File: config.mk
export PLATFORM = sky130hd
export DESIGN_NAME = phy_misc_control_regs
export DESIGN_NICKNAME = d
export VERILOG_FILES = /design/src/core/phy_misc_pkg.sv /design/src/core/phase_stepper.sv /design/src/core/phy_misc_control_regs.sv
export SDC_FILE = /design/constraint.sdc
export NUM_CORES = 1
export LEC_CHECK = 0
export ABC_CLOCK_PERIOD_IN_PS = 9400
export BUFFER_PORTS_ARGS = -buffer_cell sky130_fd_sc_hd__buf_2
export CAP_MARGIN = 30
export CELL_PAD_IN_SITES_DETAIL_PLACEMENT = 1
export CELL_PAD_IN_SITES_GLOBAL_PLACEMENT = 1
export CORE_MARGIN = 1.5
export CORE_UTILIZATION = 29
export DETAILED_ROUTE_END_ITERATION = 10
export PLACE_DENSITY_LB_ADDON = 0.1
export SKIP_CTS_REPAIR_TIMING = 1
export SYNTH_ARGS = -nofsm -noshare
export SYNTH_HDL_FRONTEND = slang
export SYNTH_SLANG_ARGS = --single-unit
File: constraint.sdc
create_clock -name clk -period 9.4 [get_ports clk]
set_input_delay 2.35 -clock clk [delete_from_list [all_inputs] [get_ports clk]]
set_output_delay 2.35 -clock clk [all_outputs]
set_load 0.005 [all_outputs]
File: src/core/phy_misc_pkg.sv
package phy_misc_pkg;

  // ==========================================================
  // Clock and timing
  localparam int CLK_PERIOD_PS   = 40000;
  localparam int SOFT_RESET_NS   = 320;
  localparam int RESTART_NS      = 800;
  localparam int PHASE_SETTLE_NS = 200;
  localparam int SOFT_RESET_CYC  = (SOFT_RESET_NS * 1000 + CLK_PERIOD_PS - 1) / CLK_PERIOD_PS;
  localparam int RESTART_CYC     = (RESTART_NS * 1000 + CLK_PERIOD_PS - 1) / CLK_PERIOD_PS;
  localparam int PHASE_SETTLE_CYC = (PHASE_SETTLE_NS * 1000 + CLK_PERIOD_PS - 1) / CLK_PERIOD_PS;
  localparam int CNT_W           = 16;

  // ==========================================================
  // Phase shift field
  localparam int PHASE_STEP_NS = 4;
  localparam int PHASE_W       = 4;
  localparam int PHASE_LIMIT   = 10;

  // ==========================================================
  // Register indices; byte address is four times the index
  localparam int IDX_W = 9;
  localparam logic [IDX_W-1:0] IDX_RESET_CTRL = 9'h01f;
  localparam logic [IDX_W-1:0] IDX_PHASE      = 9'h042;
  localparam logic [IDX_W-1:0] IDX_BACKOFF    = 9'h0ae;
  localparam logic [IDX_W-1:0] IDX_REGULATOR  = 9'h0d0;
  localparam logic [IDX_W-1:0] IDX_LENGTH     = 9'h155;

  // ==========================================================
  // Field positions
  localparam int B_SOFT_RESET = 15;
  localparam int B_RESTART    = 14;
  localparam int B_SHIFT_EN   = 4;
  localparam int B_BACKOFF_LO = 6;
  localparam int B_REG_PD     = 15;
  localparam int B_LEN_START  = 15;
  localparam int B_LEN_DONE   = 12;
  localparam int B_LEN_RES_LO = 4;

  // ==========================================================
  // Reset and fixed read values
  localparam logic [15:0] BACKOFF_FIXED = 16'h8020;
  localparam logic [2:0]  LEN_AVG_RESET = 3'h1;

  // ==========================================================
  // Bus carriers
  typedef struct packed {
    logic        cyc;
    logic        stb;
    logic        we;
    logic [15:0] adr;
    logic [3:0]  sel;
    logic [31:0] dat;
  } wb_req_t;

  typedef struct packed {
    logic        ack;
    logic [31:0] dat;
  } wb_rsp_t;

  typedef enum logic [1:0] {
    PH_IDLE   = 2'b00,
    PH_STEP   = 2'b01,
    PH_SETTLE = 2'b11
  } phase_state_t;

endpackage : phy_misc_pkg

File: src/core/phase_stepper.sv
`timescale 1ns/1ps

module phase_stepper #(
  parameter int PHASE_W       = phy_misc_pkg::PHASE_W,
  parameter int SETTLE_CYCLES = phy_misc_pkg::PHASE_SETTLE_CYC
) (
  input  wire logic               clk,
  input  wire logic               rst_n,
  input  wire logic               start,
  input  wire logic [PHASE_W-1:0] target,
  output logic                    busy,
  output logic [PHASE_W-1:0]      phase
);

  if (SETTLE_CYCLES < 1 || SETTLE_CYCLES >= 2 ** phy_misc_pkg::CNT_W) begin : g_chk
    $error("phase_stepper: SETTLE_CYCLES out of range");
  end

  phy_misc_pkg::phase_state_t       state_reg;
  logic [PHASE_W-1:0]               target_reg;
  logic [phy_misc_pkg::CNT_W-1:0]   settle_reg;

  assign busy = (state_reg != phy_misc_pkg::PH_IDLE);

  // ==========================================================
  // Walk one step at a time so the clock never glitches
  always_ff @(posedge clk or negedge rst_n) begin
    if (!rst_n) begin
      state_reg  <= phy_misc_pkg::PH_IDLE;
      target_reg <= '0;
      settle_reg <= '0;
      phase      <= '0;
    end else begin
      case (state_reg)
        phy_misc_pkg::PH_IDLE: begin
          if (start) begin
            target_reg <= target;
            state_reg  <= phy_misc_pkg::PH_STEP;
          end
        end
        phy_misc_pkg::PH_STEP: begin
          if (phase == target_reg) begin
            state_reg <= phy_misc_pkg::PH_IDLE;
          end else begin
            phase      <= (phase < target_reg) ? phase + 1'b1 : phase - 1'b1;
            settle_reg <= phy_misc_pkg::CNT_W'(SETTLE_CYCLES - 1);
            state_reg  <= phy_misc_pkg::PH_SETTLE;
          end
        end
        phy_misc_pkg::PH_SETTLE: begin
          if (settle_reg == '0) begin
            state_reg <= phy_misc_pkg::PH_STEP;
          end else begin
            settle_reg <= settle_reg - 1'b1;
          end
        end
        default: state_reg <= phy_misc_pkg::PH_IDLE;
      endcase
    end
  end

  // ==========================================================
  // Assertions
  property p_single_step;
    @(posedge clk) disable iff (!rst_n)
    (phase != $past(phase)) |-> (phase == $past(phase) + 1'b1 || phase == $past(phase) - 1'b1);
  endproperty
  a_single_step: assert property (p_single_step) else $error("phase moved more than one step");

  property p_done_on_target;
    @(posedge clk) disable iff (!rst_n)
    $fell(busy) |-> (phase == target_reg);
  endproperty
  a_done_on_target: assert property (p_done_on_target) else $error("shift ended off target");

endmodule : phase_stepper

File: src/core/phy_misc_control_regs.sv
// The Wishbone interface to the registers was decided locally.
`timescale 1ns/1ps

// Behaviour
// - Reset-control bit 15 write resets whole block like hardware reset, then clears.
// - Reset-control bit 14 write restarts circuitry, keeps registers, clears when done.
// - Reserved read-only bits ignore writes and read zero, except back-off bits 15 and 5, which read one.
// - Transmit clock phase is fixed relative to the reference clock, programmable.
// - Phase field counts 4 ns steps, legal range 0 to 10.
// - Phase values above 10 are stored and applied modulo 10.
// - Phase field reads last written value; a shift moves clock by the difference.
// - Phase-shift enable bit 4 applies the field, then clears; zero changes nothing.
// - Back-off bits 8:6 select transmit power level by cable length.
// - Regulator bit 15 write powers regulator down, then the bit clears.
// - Length-detect bits 2:0 hold averaging factor, reset value 001.
module phy_misc_control_regs #(
  parameter int SOFT_RESET_CYCLES = phy_misc_pkg::SOFT_RESET_CYC,
  parameter int RESTART_CYCLES    = phy_misc_pkg::RESTART_CYC,
  parameter int SETTLE_CYCLES     = phy_misc_pkg::PHASE_SETTLE_CYC
) (
  input  wire logic                  clk,
  input  wire logic                  resetn,
  input  wire phy_misc_pkg::wb_req_t wb_req,
  output phy_misc_pkg::wb_rsp_t      wb_rsp,
  output logic                       restart_active,
  output logic [3:0]                 tx_clk_phase,
  output logic [2:0]                 back_off_level,
  output logic                       regulator_power_down,
  output logic [3:0]                 regulator_ctrl,
  output logic                       length_detect_start,
  output logic [2:0]                 length_detect_avg,
  input  wire logic                  length_detect_done,
  input  wire logic [7:0]            length_detect_result
);

  localparam int CW = phy_misc_pkg::CNT_W;

  if (SOFT_RESET_CYCLES < 1 || RESTART_CYCLES < 1 ||
      SOFT_RESET_CYCLES >= 2 ** CW || RESTART_CYCLES >= 2 ** CW) begin : g_chk
    $error("phy_misc_control_regs: cycle counts out of range");
  end

  // ==========================================================
  // Reset: hardware reset synchroniser plus software reset
  logic [1:0]    rst_sync_reg;
  logic          hw_rst_n;
  logic          core_rst_n;
  logic          soft_active_reg;
  logic [CW-1:0] soft_cnt_reg;

  always_ff @(posedge clk or negedge resetn) begin
    if (!resetn) begin
      rst_sync_reg <= 2'b00;
    end else begin
      rst_sync_reg <= {rst_sync_reg[0], 1'b1};
    end
  end

  assign hw_rst_n   = rst_sync_reg[1];
  assign core_rst_n = hw_rst_n & ~soft_active_reg;

  // ==========================================================
  // Bus decode
  logic                          acc;
  logic                          ack_reg;
  logic                          wr;
  logic                          wr_lo;
  logic                          wr_hi;
  logic [phy_misc_pkg::IDX_W-1:0] idx;
  logic                          in_range;
  logic [15:0]                   wdat;
  logic [15:0]                   wmask;
  logic                          hit_rst;
  logic                          hit_phase;
  logic                          hit_bo;
  logic                          hit_vr;
  logic                          hit_len;

  assign acc       = wb_req.cyc & wb_req.stb;
  assign idx       = wb_req.adr[phy_misc_pkg::IDX_W+1:2];
  assign in_range  = (wb_req.adr[15:phy_misc_pkg::IDX_W+2] == '0);
  assign wr        = acc & wb_req.we & ack_reg & in_range;
  assign wr_lo     = wr & wb_req.sel[0];
  assign wr_hi     = wr & wb_req.sel[1];
  assign wdat      = wb_req.dat[15:0];
  assign wmask     = {{8{wb_req.sel[1]}}, {8{wb_req.sel[0]}}};
  assign hit_rst   = (idx == phy_misc_pkg::IDX_RESET_CTRL);
  assign hit_phase = (idx == phy_misc_pkg::IDX_PHASE);
  assign hit_bo    = (idx == phy_misc_pkg::IDX_BACKOFF);
  assign hit_vr    = (idx == phy_misc_pkg::IDX_REGULATOR);
  assign hit_len   = (idx == phy_misc_pkg::IDX_LENGTH);

  function automatic logic [15:0] merge(input logic [15:0] old_v, input logic [15:0] new_v,
                                        input logic [15:0] m);
    merge = (old_v & ~m) | (new_v & m);
  endfunction : merge

  function automatic logic [3:0] fold_phase(input logic [3:0] v);
    fold_phase = (v > 4'(phy_misc_pkg::PHASE_LIMIT)) ? v - 4'(phy_misc_pkg::PHASE_LIMIT) : v;
  endfunction : fold_phase

  logic soft_req;
  logic restart_req;
  assign soft_req    = wr_hi & hit_rst & wdat[phy_misc_pkg::B_SOFT_RESET];
  assign restart_req = wr_hi & hit_rst & wdat[phy_misc_pkg::B_RESTART];

  // ==========================================================
  // Software reset counter, cleared only by hardware reset
  always_ff @(posedge clk or negedge hw_rst_n) begin
    if (!hw_rst_n) begin
      soft_active_reg <= 1'b0;
      soft_cnt_reg    <= '0;
    end else if (soft_req) begin
      soft_active_reg <= 1'b1;
      soft_cnt_reg    <= CW'(SOFT_RESET_CYCLES - 1);
    end else if (soft_active_reg) begin
      if (soft_cnt_reg == '0) begin
        soft_active_reg <= 1'b0;
      end else begin
        soft_cnt_reg <= soft_cnt_reg - 1'b1;
      end
    end
  end

  // ==========================================================
  // Restart: registers keep their values
  logic [CW-1:0] restart_cnt_reg;

  always_ff @(posedge clk or negedge core_rst_n) begin
    if (!core_rst_n) begin
      restart_active  <= 1'b0;
      restart_cnt_reg <= '0;
    end else if (restart_req && !restart_active) begin
      restart_active  <= 1'b1;
      restart_cnt_reg <= CW'(RESTART_CYCLES - 1);
    end else if (restart_active) begin
      if (restart_cnt_reg == '0) begin
        restart_active <= 1'b0;
      end else begin
        restart_cnt_reg <= restart_cnt_reg - 1'b1;
      end
    end
  end

  // ==========================================================
  // Transmit clock phase
  logic [3:0] phase_field_reg;
  logic       phase_busy;
  logic       shift_start;

  assign shift_start = wr_lo & hit_phase & wdat[phy_misc_pkg::B_SHIFT_EN];

  always_ff @(posedge clk or negedge core_rst_n) begin
    if (!core_rst_n) begin
      phase_field_reg <= '0;
    end else if (wr_lo && hit_phase) begin
      phase_field_reg <= fold_phase(wdat[3:0]);
    end
  end

  phase_stepper #(
    .PHASE_W       (phy_misc_pkg::PHASE_W),
    .SETTLE_CYCLES (SETTLE_CYCLES)
  ) u_stepper (
    .clk    (clk),
    .rst_n  (core_rst_n),
    .start  (shift_start),
    .target (fold_phase(wdat[3:0])),
    .busy   (phase_busy),
    .phase  (tx_clk_phase)
  );

  // ==========================================================
  // Power back-off and regulator
  logic [14:0] vr_reg;
  logic [15:0] bo_merged;
  logic [15:0] vr_merged;
  assign bo_merged = merge({7'h00, back_off_level, 6'h00}, wdat, wmask);
  assign vr_merged = merge({1'b0, vr_reg}, wdat, wmask);
  always_ff @(posedge clk or negedge core_rst_n) begin
    if (!core_rst_n) begin
      back_off_level <= '0;
    end else if ((wr_lo || wr_hi) && hit_bo) begin
      back_off_level <= bo_merged[phy_misc_pkg::B_BACKOFF_LO +: 3];
    end
  end

  always_ff @(posedge clk or negedge core_rst_n) begin
    if (!core_rst_n) begin
      vr_reg               <= '0;
      regulator_power_down <= 1'b0;
    end else if ((wr_lo || wr_hi) && hit_vr) begin
      vr_reg <= vr_merged[14:0];
      if (wr_hi && wdat[phy_misc_pkg::B_REG_PD]) begin
        regulator_power_down <= 1'b1;
      end
    end
  end

  assign regulator_ctrl = vr_reg[3:0];

  // ==========================================================
  // Cable length detection
  logic       len_busy_reg;
  logic       len_done_reg;
  logic [7:0] len_result_reg;

  always_ff @(posedge clk or negedge core_rst_n) begin
    if (!core_rst_n) begin
      length_detect_avg <= phy_misc_pkg::LEN_AVG_RESET;
    end else if (wr_lo && hit_len) begin
      length_detect_avg <= wdat[2:0];
    end
  end

  always_ff @(posedge clk or negedge core_rst_n) begin
    if (!core_rst_n) begin
      length_detect_start <= 1'b0;
      len_busy_reg        <= 1'b0;
      len_done_reg        <= 1'b0;
      len_result_reg      <= '0;
    end else begin
      length_detect_start <= 1'b0;
      if (len_busy_reg && length_detect_done) begin
        len_busy_reg   <= 1'b0;
        len_done_reg   <= 1'b1;
        len_result_reg <= length_detect_result;
      end else if (wr_hi && hit_len && wdat[phy_misc_pkg::B_LEN_START] && !len_busy_reg) begin
        length_detect_start <= 1'b1;
        len_busy_reg        <= 1'b1;
        len_done_reg        <= 1'b0;
      end
    end
  end

  // ==========================================================
  // Read mux and bus answer
  logic [15:0] rd_data;
  logic [31:0] rsp_dat_reg;
  always_comb begin
    rd_data = 16'h0000;
    if (in_range) begin
      case (idx)
        phy_misc_pkg::IDX_RESET_CTRL: rd_data[phy_misc_pkg::B_RESTART] = restart_active;
        phy_misc_pkg::IDX_PHASE: begin
          rd_data[3:0]                    = phase_field_reg;
          rd_data[phy_misc_pkg::B_SHIFT_EN] = phase_busy;
        end
        phy_misc_pkg::IDX_BACKOFF:   rd_data = phy_misc_pkg::BACKOFF_FIXED | {7'h00, back_off_level, 6'h00};
        phy_misc_pkg::IDX_REGULATOR: rd_data = {1'b0, vr_reg};
        phy_misc_pkg::IDX_LENGTH: begin
          rd_data[phy_misc_pkg::B_LEN_START] = len_busy_reg;
          rd_data[phy_misc_pkg::B_LEN_DONE]  = len_done_reg;
          rd_data[11:4]                      = len_result_reg;
          rd_data[2:0]                       = length_detect_avg;
        end
        default: rd_data = 16'h0000;
      endcase
    end
  end

  always_ff @(posedge clk or negedge core_rst_n) begin
    if (!core_rst_n) begin
      ack_reg     <= 1'b0;
      rsp_dat_reg <= '0;
    end else begin
      ack_reg <= acc & ~ack_reg;
      if (acc && !ack_reg) begin
        rsp_dat_reg <= {16'h0000, rd_data};
      end
    end
  end

  assign wb_rsp = '{ack: ack_reg, dat: rsp_dat_reg};

  // ==========================================================
  // Assertions
  property p_ack_single;
    @(posedge clk) disable iff (!core_rst_n)
    (acc && !ack_reg) |=> ack_reg ##1 !ack_reg;
  endproperty
  a_ack_single: assert property (p_ack_single) else $error("ack not one cycle after request");
  property p_soft_reset;
    @(posedge clk) disable iff (!hw_rst_n)
    soft_req |=> !core_rst_n ##1 (restart_active == 1'b0 && regulator_power_down == 1'b0);
  endproperty
  a_soft_reset: assert property (p_soft_reset) else $error("software reset did not reset");
  property p_restart_hold;
    @(posedge clk) disable iff (!core_rst_n)
    $fell(restart_active) |-> ($past(restart_cnt_reg) == '0 && phase_field_reg == $past(phase_field_reg));
  endproperty
  a_restart_hold: assert property (p_restart_hold) else $error("restart ended early");
  property p_reserved_zero;
    @(posedge clk) disable iff (!core_rst_n)
    (ack_reg && in_range && idx == phy_misc_pkg::IDX_RESET_CTRL) |-> (wb_rsp.dat[13:0] == '0 && wb_rsp.dat[31:16] == '0);
  endproperty
  a_reserved_zero: assert property (p_reserved_zero) else $error("reserved bits not zero");
  property p_phase_fold;
    @(posedge clk) disable iff (!core_rst_n)
    (wr_lo && hit_phase && wdat[3:0] > 4'(phy_misc_pkg::PHASE_LIMIT))
      |=> phase_field_reg == $past(wdat[3:0]) - 4'(phy_misc_pkg::PHASE_LIMIT);
  endproperty
  a_phase_fold: assert property (p_phase_fold) else $error("phase not folded modulo limit");
  property p_shift_busy;
    @(posedge clk) disable iff (!core_rst_n)
    shift_start && !phase_busy |=> phase_busy;
  endproperty
  a_shift_busy: assert property (p_shift_busy) else $error("shift enable did not hold");
  property p_backoff_read;
    @(posedge clk) disable iff (!core_rst_n)
    (ack_reg && in_range && idx == phy_misc_pkg::IDX_BACKOFF)
      |-> wb_rsp.dat[15:0] == (phy_misc_pkg::BACKOFF_FIXED | {7'h00, back_off_level, 6'h00});
  endproperty
  a_backoff_read: assert property (p_backoff_read) else $error("back-off read wrong");
  property p_reg_pd;
    @(posedge clk) disable iff (!core_rst_n)
    (wr_hi && hit_vr && wdat[phy_misc_pkg::B_REG_PD]) |=> regulator_power_down ##1 regulator_power_down;
  endproperty
  a_reg_pd: assert property (p_reg_pd) else $error("regulator not powered down");
  property p_avg_reset;
    @(posedge clk) disable iff (!hw_rst_n)
    $rose(core_rst_n) |-> length_detect_avg == phy_misc_pkg::LEN_AVG_RESET;
  endproperty
  a_avg_reset: assert property (p_avg_reset) else $error("averaging factor reset wrong");
  property p_len_start;
    @(posedge clk) disable iff (!core_rst_n)
    length_detect_start |-> len_busy_reg ##1 !length_detect_start;
  endproperty
  a_len_start: assert property (p_len_start) else $error("length start not a pulse");
  c_soft_reset: cover property (@(posedge clk) disable iff (!hw_rst_n) soft_req);
  c_shift_done: cover property (@(posedge clk) disable iff (!core_rst_n) $fell(phase_busy));
  c_len_done: cover property (@(posedge clk) disable iff (!core_rst_n) $rose(len_done_reg));

endmodule : phy_misc_control_regs

# After elaboration in Yosys (flattened, before gate mapping)
# Cells that the tools add are included.
[word_totals] ff_bits=116 input_bits=66 output_inout_bits=50 elab_cells=131
[classes] reduce_logical=32 order_cmp=2 n_bitwise=22 eq_ne=14 n_addsub=6 n_mux=35
[op_table] operator="two-way mux 16 bit" n=9
[op_table] operator="zero test 16 bit" n=3
[op_table] operator="subtractor 16 x 1 -> 16 bit, second input constant" n=3
[op_table] operator="case mux 16 bit (2 select lines)" n=1
[op_table] operator="AND 15 bit" n=2
[op_table] operator="case mux 8 bit (3 select lines)" n=1
[op_table] operator="== test 9 x 8 -> 1 bit, second input constant" n=2
[op_table] operator="inverter 15 bit" n=1
[op_table] operator="bitwise OR 15 bit" n=1
[op_table] operator="AND 1 bit" n=13
[op_table] operator="two-way mux 1 bit" n=13
[op_table] operator="AND reduction 2 bit" n=6
[op_table] operator="logical AND 1 bit" n=11
[op_table] operator="!= test 2 bit, second input constant" n=5
[op_table] operator="nonzero test 2 bit" n=5
[op_table] operator="AND 9 bit" n=1
[op_table] operator="== test 9 x 5 -> 1 bit, second input constant" n=1
[op_table] operator="== test 9 x 7 -> 1 bit, second input constant" n=1
[op_table] operator="== test 9 bit, second input constant" n=1
[op_table] operator="bitwise OR 9 bit" n=1
[op_table] operator="case mux 3 bit (3 select lines)" n=1
[op_table] operator="two-way mux 4 bit" n=2
[op_table] operator="two-way mux 2 bit" n=3
[op_table] operator="case mux 1 bit (2 select lines)" n=3
[op_table] operator="17 further kinds" n=21

# Logic depth before layout (Yosys ltp)
# Gate-level depths: netlist of the first run.
[depth] depth_word=10 mapped_depth=11

# By module
# Synthesis of the first run repeated with hierarchy kept, for this count alone.
[hier_totals] hier_cells=587 area_unflattened_um2=6175.9
[modules_own_cells] mod="phy_misc_control_regs" cells_each=438 area_each_um2=4621.9 instances=1 seq_area_each_um2=2253.4
[modules_own_cells] mod="phase_stepper" cells_each=149 area_each_um2=1554.0 instances=1 seq_area_each_um2=650.6

# Least setup slack after synthesis of the first run
# No wires, ideal clock.
[synth_path] kind="input port to flip-flop" from="input wb_req[47] (netlist bit)" to="register u_stepper.target_reg[0]" path_buffers=0 setup_slack_ns=5.444 setup_ns=0.125 arrival_ns=3.831 path_stages=5 cell_sequence="or4_1 nor2_2 nand3_1 nor2_1 mux2_2"
[synth_between] elab_chain_len=6
[synth_lines] element="from (decl)" line_no="phy_misc_control_regs.sv:23" text="input wire phy_misc_pkg::wb_req_t wb_req,"
[synth_lines] element="zero test 5 bit" line_no="phy_misc_control_regs.sv:81" text="assign in_range = (wb_req.adr[15:phy_misc_pkg::IDX_W+2] == '0);"
[synth_lines] element="AND 1 bit" line_no="phy_misc_control_regs.sv:82" text="assign wr = acc & wb_req.we & ack_reg & in_range;"
[synth_lines] element="AND 1 bit" line_no="phy_misc_control_regs.sv:83" text="assign wr_lo = wr & wb_req.sel[0];"
[synth_lines] element="AND 1 bit (2 in series)" line_no="phy_misc_control_regs.sv:151" text="assign shift_start = wr_lo & hit_phase & wdat[phy_misc_pkg::B_SHIFT_EN];"
[synth_lines] element="AND reduction 2 bit (no line)"
[synth_lines] element="to (signal assigned)" line_no="phase_stepper.sv:37" text="target_reg <= target;"
[synth_lines] element="to (decl)" line_no="phase_stepper.sv:20" text="logic [PHASE_W-1:0] target_reg;"
# Every way passes these cells.
# A chain may end at the register's enable or synchronous reset.

# Worst setup path in the final report of the first run
[layout_path] from="input wb_req[41] (netlist bit)" to="register length_detect_avg[1]"
[layout_between] elab_chain_len=2
[layout_lines] element="== test 9 bit" line_no="phy_misc_control_regs.sv:91" text="assign hit_len = (idx == phy_misc_pkg::IDX_LENGTH);"
[layout_lines] element="logical AND 1 bit" line_no="phy_misc_control_regs.sv:211" text="end else if (wr_lo && hit_len) begin"
[layout_lines] element="to (signal assigned)" line_no="phy_misc_control_regs.sv:210" text="length_detect_avg <= phy_misc_pkg::LEN_AVG_RESET;"
[layout_lines] element="to (signal assigned)" line_no="phy_misc_control_regs.sv:212" text="length_detect_avg <= wdat[2:0];"
[layout_lines] element="to (decl)" line_no="phy_misc_control_regs.sv:31" text="output logic [2:0] length_detect_avg,"
# Every way passes these cells.

==> reports/summary.txt, run 1 <==
Vias post-DR -> 4526
Post-route non-filler standard cell count -> 936
Period minus WS final -> 4280 ps
Final antenna-violating net count -> 0
Max Buffers Root-to-Sink -> 2
Pwr Total -> 1.61 mW
P_int -> 1.12 mW
DRT Pass-1 Iters -> 6
Maximum fanout along the worst path -> 10
Root Driver -> clkbuf_16
Syn Inst Count -> 577
P per Cell Area -> 222 nW/um2
Maximum vdd drop -> 0.110 mV
Clock share of power -> 0.413
Sw frac -> 0.303
Initial antenna violation count -> 0
Hold Vio Cnt, Final -> 0
Area of the die -> 21700 um2
Static Leak -> 3.17 nW
Fin crit share -> 0.455
Final setup vio count -> 0
Final core utilization -> 0.355
Relative slew slack -> 0.342
Worst EP arrival -> 4570 ps
GPL Wtd Cong -> 0.745
Final Max Slew Viols -> 0
ANT cells -> 0
DRT Wirelength -> 15800 um
GRT Overall Usage -> 0.154
Latest clock arrival within the worst-skew pair -> 420 ps
Row cnt -> 52
Ordered list of cells on the worst path -> buf_2, nor3b_1, nand3b_1, nor2b_1, nand4_1, mux2_2
Critical path startpoint category -> primary input
Psw -> 0.486 mW
Inst Count DP -> 904
Flops & latches, synth -> 116
Filler cells -> 2295
Setup TNS -> 0 ps
Reg2Reg Depth -> 5
Post-Syn Area -> 6050 um2
H-tree depth -> 4
Yosys Warn Count -> 0
Worst hold path type -> register to async pin
Drt drc -> 0
Clock sinks -> 116
First-pass GRT wire length -> 26300 um
Register area -> 2900 um2
CP max stage cell -> nor2b_1
Die X -> 147 um
Worst Path Class, Setup -> primary input to register
Worst slew pin tran -> 983 ps
Core area -> 20400 um2
Die Ht -> 147 um
Setup crit end kind -> register
Total gr overflow -> 0
Register area share after synthesis -> 0.480
Area growth syn-to-layout -> 19.6%
Power share of the combinational group -> 0.223
Async SR Flop Fraction -> 1.00
Commonest non-fill, non-tap cell in the layout -> dfrtp_1
CTS tree -> built
NumNets Final -> 737
Vias in the first global route -> 4992
Pin count of the biggest net entering global routing -> 56
EDFF count, synth -> 0
Mean Syn Cell Area -> 10.5 um2
Required time worst endpoint -> 9700 ps
WL/cell -> 16.9 um
Reg power frac -> 0.365
Vias per cell -> 4.84
Area of the multi-input gates -> 2880 um2
Status -> completed
Distinct cells, synth -> 59
FMAX -> 0.234 GHz
RSZ-0062 raised after global routing -> no
Total CTS buffers -> 17
Count of input and output buffers -> 79
CP max stage delay -> 750 ps
Commonest non-fill, non-tap cells in the layout -> 115 x dfrtp_1, 79 x buf_2, 54 x nor2_1
Max Cap Viol -> 0
I/O Pins -> 116
Main synth FF type -> dfrtp_1
Initial DRC count -> 115
Worst-path clk slew -> 50 ps
Post-DP HPWL -> 11400 um
Worst Clk Skew -> 10.8 ps
Initial core utilization -> 0.297
Layout cells sized above 1 -> 0.260
==> synth_stat cells (2+ instances only) <==
cell type | n | area (um2)
a22oi_1 | 13 | 97.6
nand4_1 | 4 | 25.0
nor2_1 | 54 | 203
or4_4 | 3 | 33.8
o41ai_1 | 2 | 17.5
conb_1 | 2 | 7.51
nor4b_4 | 2 | 47.6
nor4bb_1 | 2 | 20.0
nor2_2 | 2 | 12.5
nor4b_2 | 2 | 30.0
a211oi_1 | 3 | 22.5
nor4_2 | 2 | 25.0
ha_1 | 17 | 213
a21oi_1 | 19 | 95.1
or2_2 | 3 | 18.8
a31oi_1 | 2 | 12.5
or4_1 | 6 | 45.0
o21bai_1 | 2 | 15.0
nor3b_1 | 6 | 45.0
xnor2_1 | 36 | 315
nand3_1 | 12 | 60.1
nor3_1 | 15 | 75.1
nand2_1 | 43 | 161
a22o_1 | 5 | 43.8
buf_4 | 23 | 173
and2_1 | 2 | 12.5
nand2b_1 | 5 | 31.3
buf_2 | 5 | 25.0
and4_1 | 8 | 70.1
nand3b_1 | 3 | 22.5
o21ai_0 | 28 | 140
xor2_1 | 4 | 35.0
o211ai_1 | 3 | 22.5
nor4b_1 | 2 | 17.5
or3_1 | 8 | 50.1
a21o_1 | 2 | 15.0
nor4_1 | 12 | 75.1
inv_1 | 21 | 78.8
nor2b_1 | 5 | 31.3
mux2_2 | 39 | 439
dfrtp_1 | 115 | 2880
and3_1 | 6 | 37.5
clkbuf_1 | 13 | 48.8
==> layout make-up <==
| class | count | share of cell area |
|---|---|---|
| multi-input cells | 414 | 0.399 |
| repair buffers | 83 | 0.0588 |
| flip-flops and latches | 116 | 0.402 |
| well taps | 270 | 0.0467 |
| clock buffers | 20 | 0.0618 |
| inverters | 21 | 0.0109 |
| clock inverters | 12 | 0.0215 |
==> final timing paths <==
check / startpoint / slack [ps] / end
worst min-delay path: rst_sync_reg[1] / 320 / soft_cnt_reg[6]
worst max-delay path: wb_req[41] / 5120 / length_detect_avg[1]
worst min register to register: rst_sync_reg[1] / 320 / soft_cnt_reg[6]
max in group asynchronous: resetn / 7600 / rst_sync_reg[0]
min in group clk: rst_sync_reg[0] / 350 / rst_sync_reg[1]
worst max register to register: soft_cnt_reg[10] / 6650 / soft_cnt_reg[0]
==> stage by stage <==
stage	setup slack (ps)	hold WS, ps	cell area [um2]
after floorplan	2620	219	6100
after global placement	4790	333	6630
after detailed placement	4710	340	6630
after CTS	5130	354	7230
after global routing	5050	367	7230
final	5120	320	7230
==> per-layer routing <==
layer  global-route usage  routed length (um)  vias to the layer above
met1                0.195                7330                     2278
met2                0.252                7560                       72
li1                     -                   -                     2159
met5                    0                   0                        -
met4               0.0465                 274                        0
met3               0.0494                 656                       17
==> kinds of logic after synthesis <==
kind of cell    share of synthesized area
buf+inv                            0.0538
compound gates                     0.0944
flops                               0.480
fa+ha+maj                          0.0385
simple gates                        0.200
other cells                       0.00124
xor+xnor                           0.0579
mux                                0.0743
==> critical path: cells and delay by family <==
kind,cells,cell delay [ps]
simple gates,4,1770
mux,1,350
buf+inv,1,100
==> power by group through the flow <==
stage | registers, mW | logic (mW) | clock network, mW
final | 0.586 | 0.357 | 0.663
after global routing | 0.594 | 0.414 | 0.703
after CTS | 0.587 | 0.365 | 0.682
after detailed placement | 0.595 | 0.363 | 0
after global placement | 0.592 | 0.347 | 0
after floorplan | 0.584 | 0.280 | 0
Note: power is estimated with default switching activity, not from simulation.
==> inputs of run 2 (changes only) <==
--- a/config.mk
+++ b/config.mk
@@ -5,7 +5,8 @@
 export SDC_FILE = /design/constraint.sdc
 export NUM_CORES = 1
 export LEC_CHECK = 0
-export ABC_CLOCK_PERIOD_IN_PS = 9400
+export ABC_AREA = 1
+export ABC_CLOCK_PERIOD_IN_PS = 4100
 export BUFFER_PORTS_ARGS = -buffer_cell sky130_fd_sc_hd__buf_2
 export CAP_MARGIN = 30
 export CELL_PAD_IN_SITES_DETAIL_PLACEMENT = 1
==> constraint.sdc (replaced) <==
create_clock -name clk -period 4.1 [get_ports clk]
set_input_delay 1.025 -clock clk [delete_from_list [all_inputs] [get_ports clk]]
set_output_delay 1.025 -clock clk [all_outputs]
set_load 0.005 [all_outputs]
==> run 2 against run 1 <==
Wire length up 21%. Clock power rose to 2.5 times the previous value. Synthesized cell count up 56%. Flip-flop and latch count unchanged. Combinational power rose to 2.9 times the previous value. Sequential share of layout area down 3.7 points. Critical path type is now register to register. Largest cell class is now multi-input combinational cells.
==> reports/summary.txt, run 2 <==
GPL Wtd Cong -> 0.760 (was 0.745)
Worst Setup SP -> u_stepper.state_reg[1] (was wb_req[41])
Initial core utilization -> 0.295 (was 0.297)
Post-Syn Area -> 6690 um2 (was 6050 um2)
Worst Clk Skew -> 10.2 ps (was 10.8 ps)
Count of input and output buffers -> 79 (unchanged)
RSZ-0062 raised after global routing -> no (unchanged)
Main area contributors after synthesis -> dfrtp_1 43%, nand2_1 16%, nand3_1 8.2% (was dfrtp_1 48%, mux2_2 7.3%, xnor2_1 5.2%)
H-tree depth -> 4 (unchanged)
R2R Setup Slk -> 1590 ps (was 6650 ps)
Mean Syn Cell Area -> 7.44 um2 (was 10.5 um2)
Worst hold path type -> register to async pin (unchanged)
Async SR Flop Fraction -> 1.00 (unchanged)
Static Leak -> 4.40 nW (was 3.17 nW)
Latest clock arrival within the worst-skew pair -> 420 ps (about the same)
Clock share of power -> 0.411 (was 0.413)
Core area -> 22600 um2 (was 20400 um2)
Hold Vio Cnt, Final -> 0 (unchanged)
Pin count of the biggest net entering global routing -> 51 (was 56)
Vias in the first global route -> 6246 (was 4992)
Relative slew slack -> 0.552 (was 0.342)
Vias post-DR -> 5881 (was 4526)
Yosys Warn Count -> 0 (unchanged)
Maximum vdd drop -> 0.294 mV (was 0.110 mV)
FMAX -> 0.398 GHz
Setup crit end kind -> register (unchanged)
Power share of the combinational group -> 0.255 (was 0.223)
Post-route non-filler standard cell count -> 1284 (was 936)
Distinct cells, synth -> 40 (was 59)
Synth top area share -> 0.430 (was 0.476)
NumNets Final -> 1068 (was 737)
Inst Count DP -> 1250 (was 904)
List of most frequent post-synthesis cells -> 289 x nand2_1, 115 x dfrtp_1, 109 x nand3_1 (was 115 x dfrtp_1, 54 x nor2_1, 43 x nand2_1)
Final core utilization -> 0.352 (was 0.355)
Final setup vio count -> 0 (unchanged)
Status -> completed (unchanged)
Main synth FF type -> dfrtp_1 (unchanged)
Layout cells sized above 1 -> 0.159 (was 0.260)
Max Cap Viol -> 0 (unchanged)
Maximum fanout along the worst path -> 25 (was 10)
Top cell type by total area after synthesis -> dfrtp_1 (unchanged)
Die Ht -> 155 um (was 147 um)
Commonest non-fill, non-tap cells in the layout -> 289 x nand2_1, 115 x dfrtp_1, 109 x nand3_1 (was 115 x dfrtp_1, 79 x buf_2, 54 x nor2_1)
P_int -> 2.72 mW (was 1.12 mW)
Area growth syn-to-layout -> 19.1% (was 19.6%)
Setup TNS -> 0 ps (unchanged)
Mux cell area share after synthesis -> 0.0135 (was 0.0743)
EDFF count, synth -> 0 (unchanged)
GRT Overall Usage -> 0.173 (was 0.154)
WL/cell -> 15.0 um (was 16.9 um)
Largest family of logic cells by synthesized area -> simple AND/OR/NAND/NOR gates (unchanged)
P per Cell Area -> 510 nW/um2 (was 222 nW/um2)
Synth Area in Compound Gates -> 0.0492 (was 0.0944)
DRT Pass-1 Iters -> 4 (was 6)
Worst r2r src -> u_stepper.state_reg[1] (was soft_cnt_reg[10])
Total CTS buffers -> 17 (unchanged)
Worst Path Class, Setup -> register to register (was primary input to register)
Total gr overflow -> 0 (unchanged)
CP max stage cell -> ha_1 (was nor2b_1)
Initial DRC count -> 236 (was 115)
Root Driver -> clkbuf_16 (unchanged)
Syn Inst Count -> 899 (was 577)
Simple-gate share of the synthesized area -> 0.353 (was 0.200)
Post-Synth XOR/XNOR Area -> 0.0210 (was 0.0579)
Worst slew pin tran -> 672 ps (was 983 ps)
Final antenna-violating net count -> 0 (unchanged)
Reg power frac -> 0.335 (was 0.365)
Register area share after synthesis -> 0.434 (was 0.480)
Pwr Total -> 4.06 mW (was 1.61 mW)
First-pass GRT wire length -> 32600 um (was 26300 um)
Sw frac -> 0.330 (was 0.303)
Drt drc -> 0 (unchanged)
Post-DP HPWL -> 14300 um (was 11400 um)
Max Buffers Root-to-Sink -> 2 (unchanged)
Worst-path clk slew -> 60 ps (was 50 ps)
Initial antenna violation count -> 1 (was 0)
I/O Pins -> 116 (unchanged)
Critical path startpoint category -> register (was primary input)
Required time worst endpoint -> 4450 ps (was 9700 ps)
Vias per cell -> 4.58 (was 4.84)
Commonest non-fill, non-tap cell in the layout -> nand2_1 (was dfrtp_1)
Flops & latches, synth -> 116 (unchanged)
Row cnt -> 55 (was 52)
CTS tree -> built (unchanged)
Worst EP arrival -> 2860 ps (was 4570 ps)
Adder-cell area share of the yosys netlist -> 0.0348 (was 0.0385)
DRT Wirelength -> 19200 um (was 15800 um)
Area of the die -> 24000 um2 (was 21700 um2)
CP max stage delay -> 510 ps (was 750 ps)
Clock sinks -> 116 (unchanged)
Ordered list of cells on the worst path -> ha_1, inv_1, o21ai_0, nand2_2, inv_1, nand3_1, nand3_1 (was buf_2, nor3b_1, nand3b_1, nor2b_1, nand4_1, mux2_2)
Psw -> 1.34 mW (was 0.486 mW)
Fin crit share -> 0.612
Most frequent cell after synthesis -> nand2_1 (was dfrtp_1)
Die X -> 155 um (was 147 um)
Final Max Slew Viols -> 0 (unchanged)
Period minus WS final -> 2510 ps
==> run 2: cell types whose count changed after synthesis, moves of 13 or more <==
cell     change
a22oi_1     -13
mux2_2      -31
nand2_1    +246
nor2_1      +44
xnor2_1     -32
inv_1       +74
nand3_1     +97
==> run 2: logic make-up (layout without fill, tap and decap cells) <==
logic type,Yosys count,count (layout)
AOI/OAI and AO/OA,57,57
xor gates and xnor gates,16,16
adders and majority gates,18,18
buffers and inverters,137,220
DFF,116,116
muxes,8,8
other,2,19
and+or+nand+nor,545,545
==> run 2: area by class of cell <==
class                           count  area, um2
Clock buffer                       23        468
Tap cell                          285        357
Timing Repair Buffer               86        448
Sequential cell                   116       2900
Antenna cell                        2       5.00
Clock inverter                      9        174
Inverter                          102        383
Multi-Input combinational cell    661       3220
Fill cell                        2819      14700
==> run 2: stage by stage <==
step	setup WS (ps)	hold slack (ps)	cell area, um2
finish	1590	195	7960
CTS	1520	216	7950
global route	1300	241	7950
detailed placement	1210	212	7310
floorplan	1400	222	6750
global placement	1240	205	7310
==> run 2: final timing paths <==
path	depth (start not counted)	to
min	1	soft_cnt_reg[5]
max reg2reg	7	u_stepper.settle_reg[2]
max	7	u_stepper.settle_reg[2]
min reg2reg	1	soft_cnt_reg[5]
max in group asynchronous	4	rsp_dat_reg[12]
min in group clk	0	rst_sync_reg[1]
==> run 2: critical path, delay by kind of cell, from the launching register on <==
family	cells	cell delay, ps
compound gates	1	380
fa+ha+maj	1	510
buf+inv	2	570
flops	1	420
simple gates	3	570
==> run 2: power by group through the flow <==
| stage | sequential (mW) | clock (mW) | combinational (mW) |
|---|---|---|---|
| 2_1_floorplan | 1.35 | 0 | 0.799 |
| 3_3_place_gp | 1.38 | 0 | 1.03 |
| 3_5_place_dp | 1.38 | 0 | 1.05 |
| 4_1_cts | 1.36 | 1.72 | 1.06 |
| 5_1_grt | 1.38 | 1.76 | 1.22 |
| 6_report | 1.36 | 1.67 | 1.03 |
==> run 2: routing by layer <==
layer	routed length, um	track usage
met5	0	0
met4	131	0.0343
met3	609	0.0398
met2	9090	0.287
met1	9370	0.232
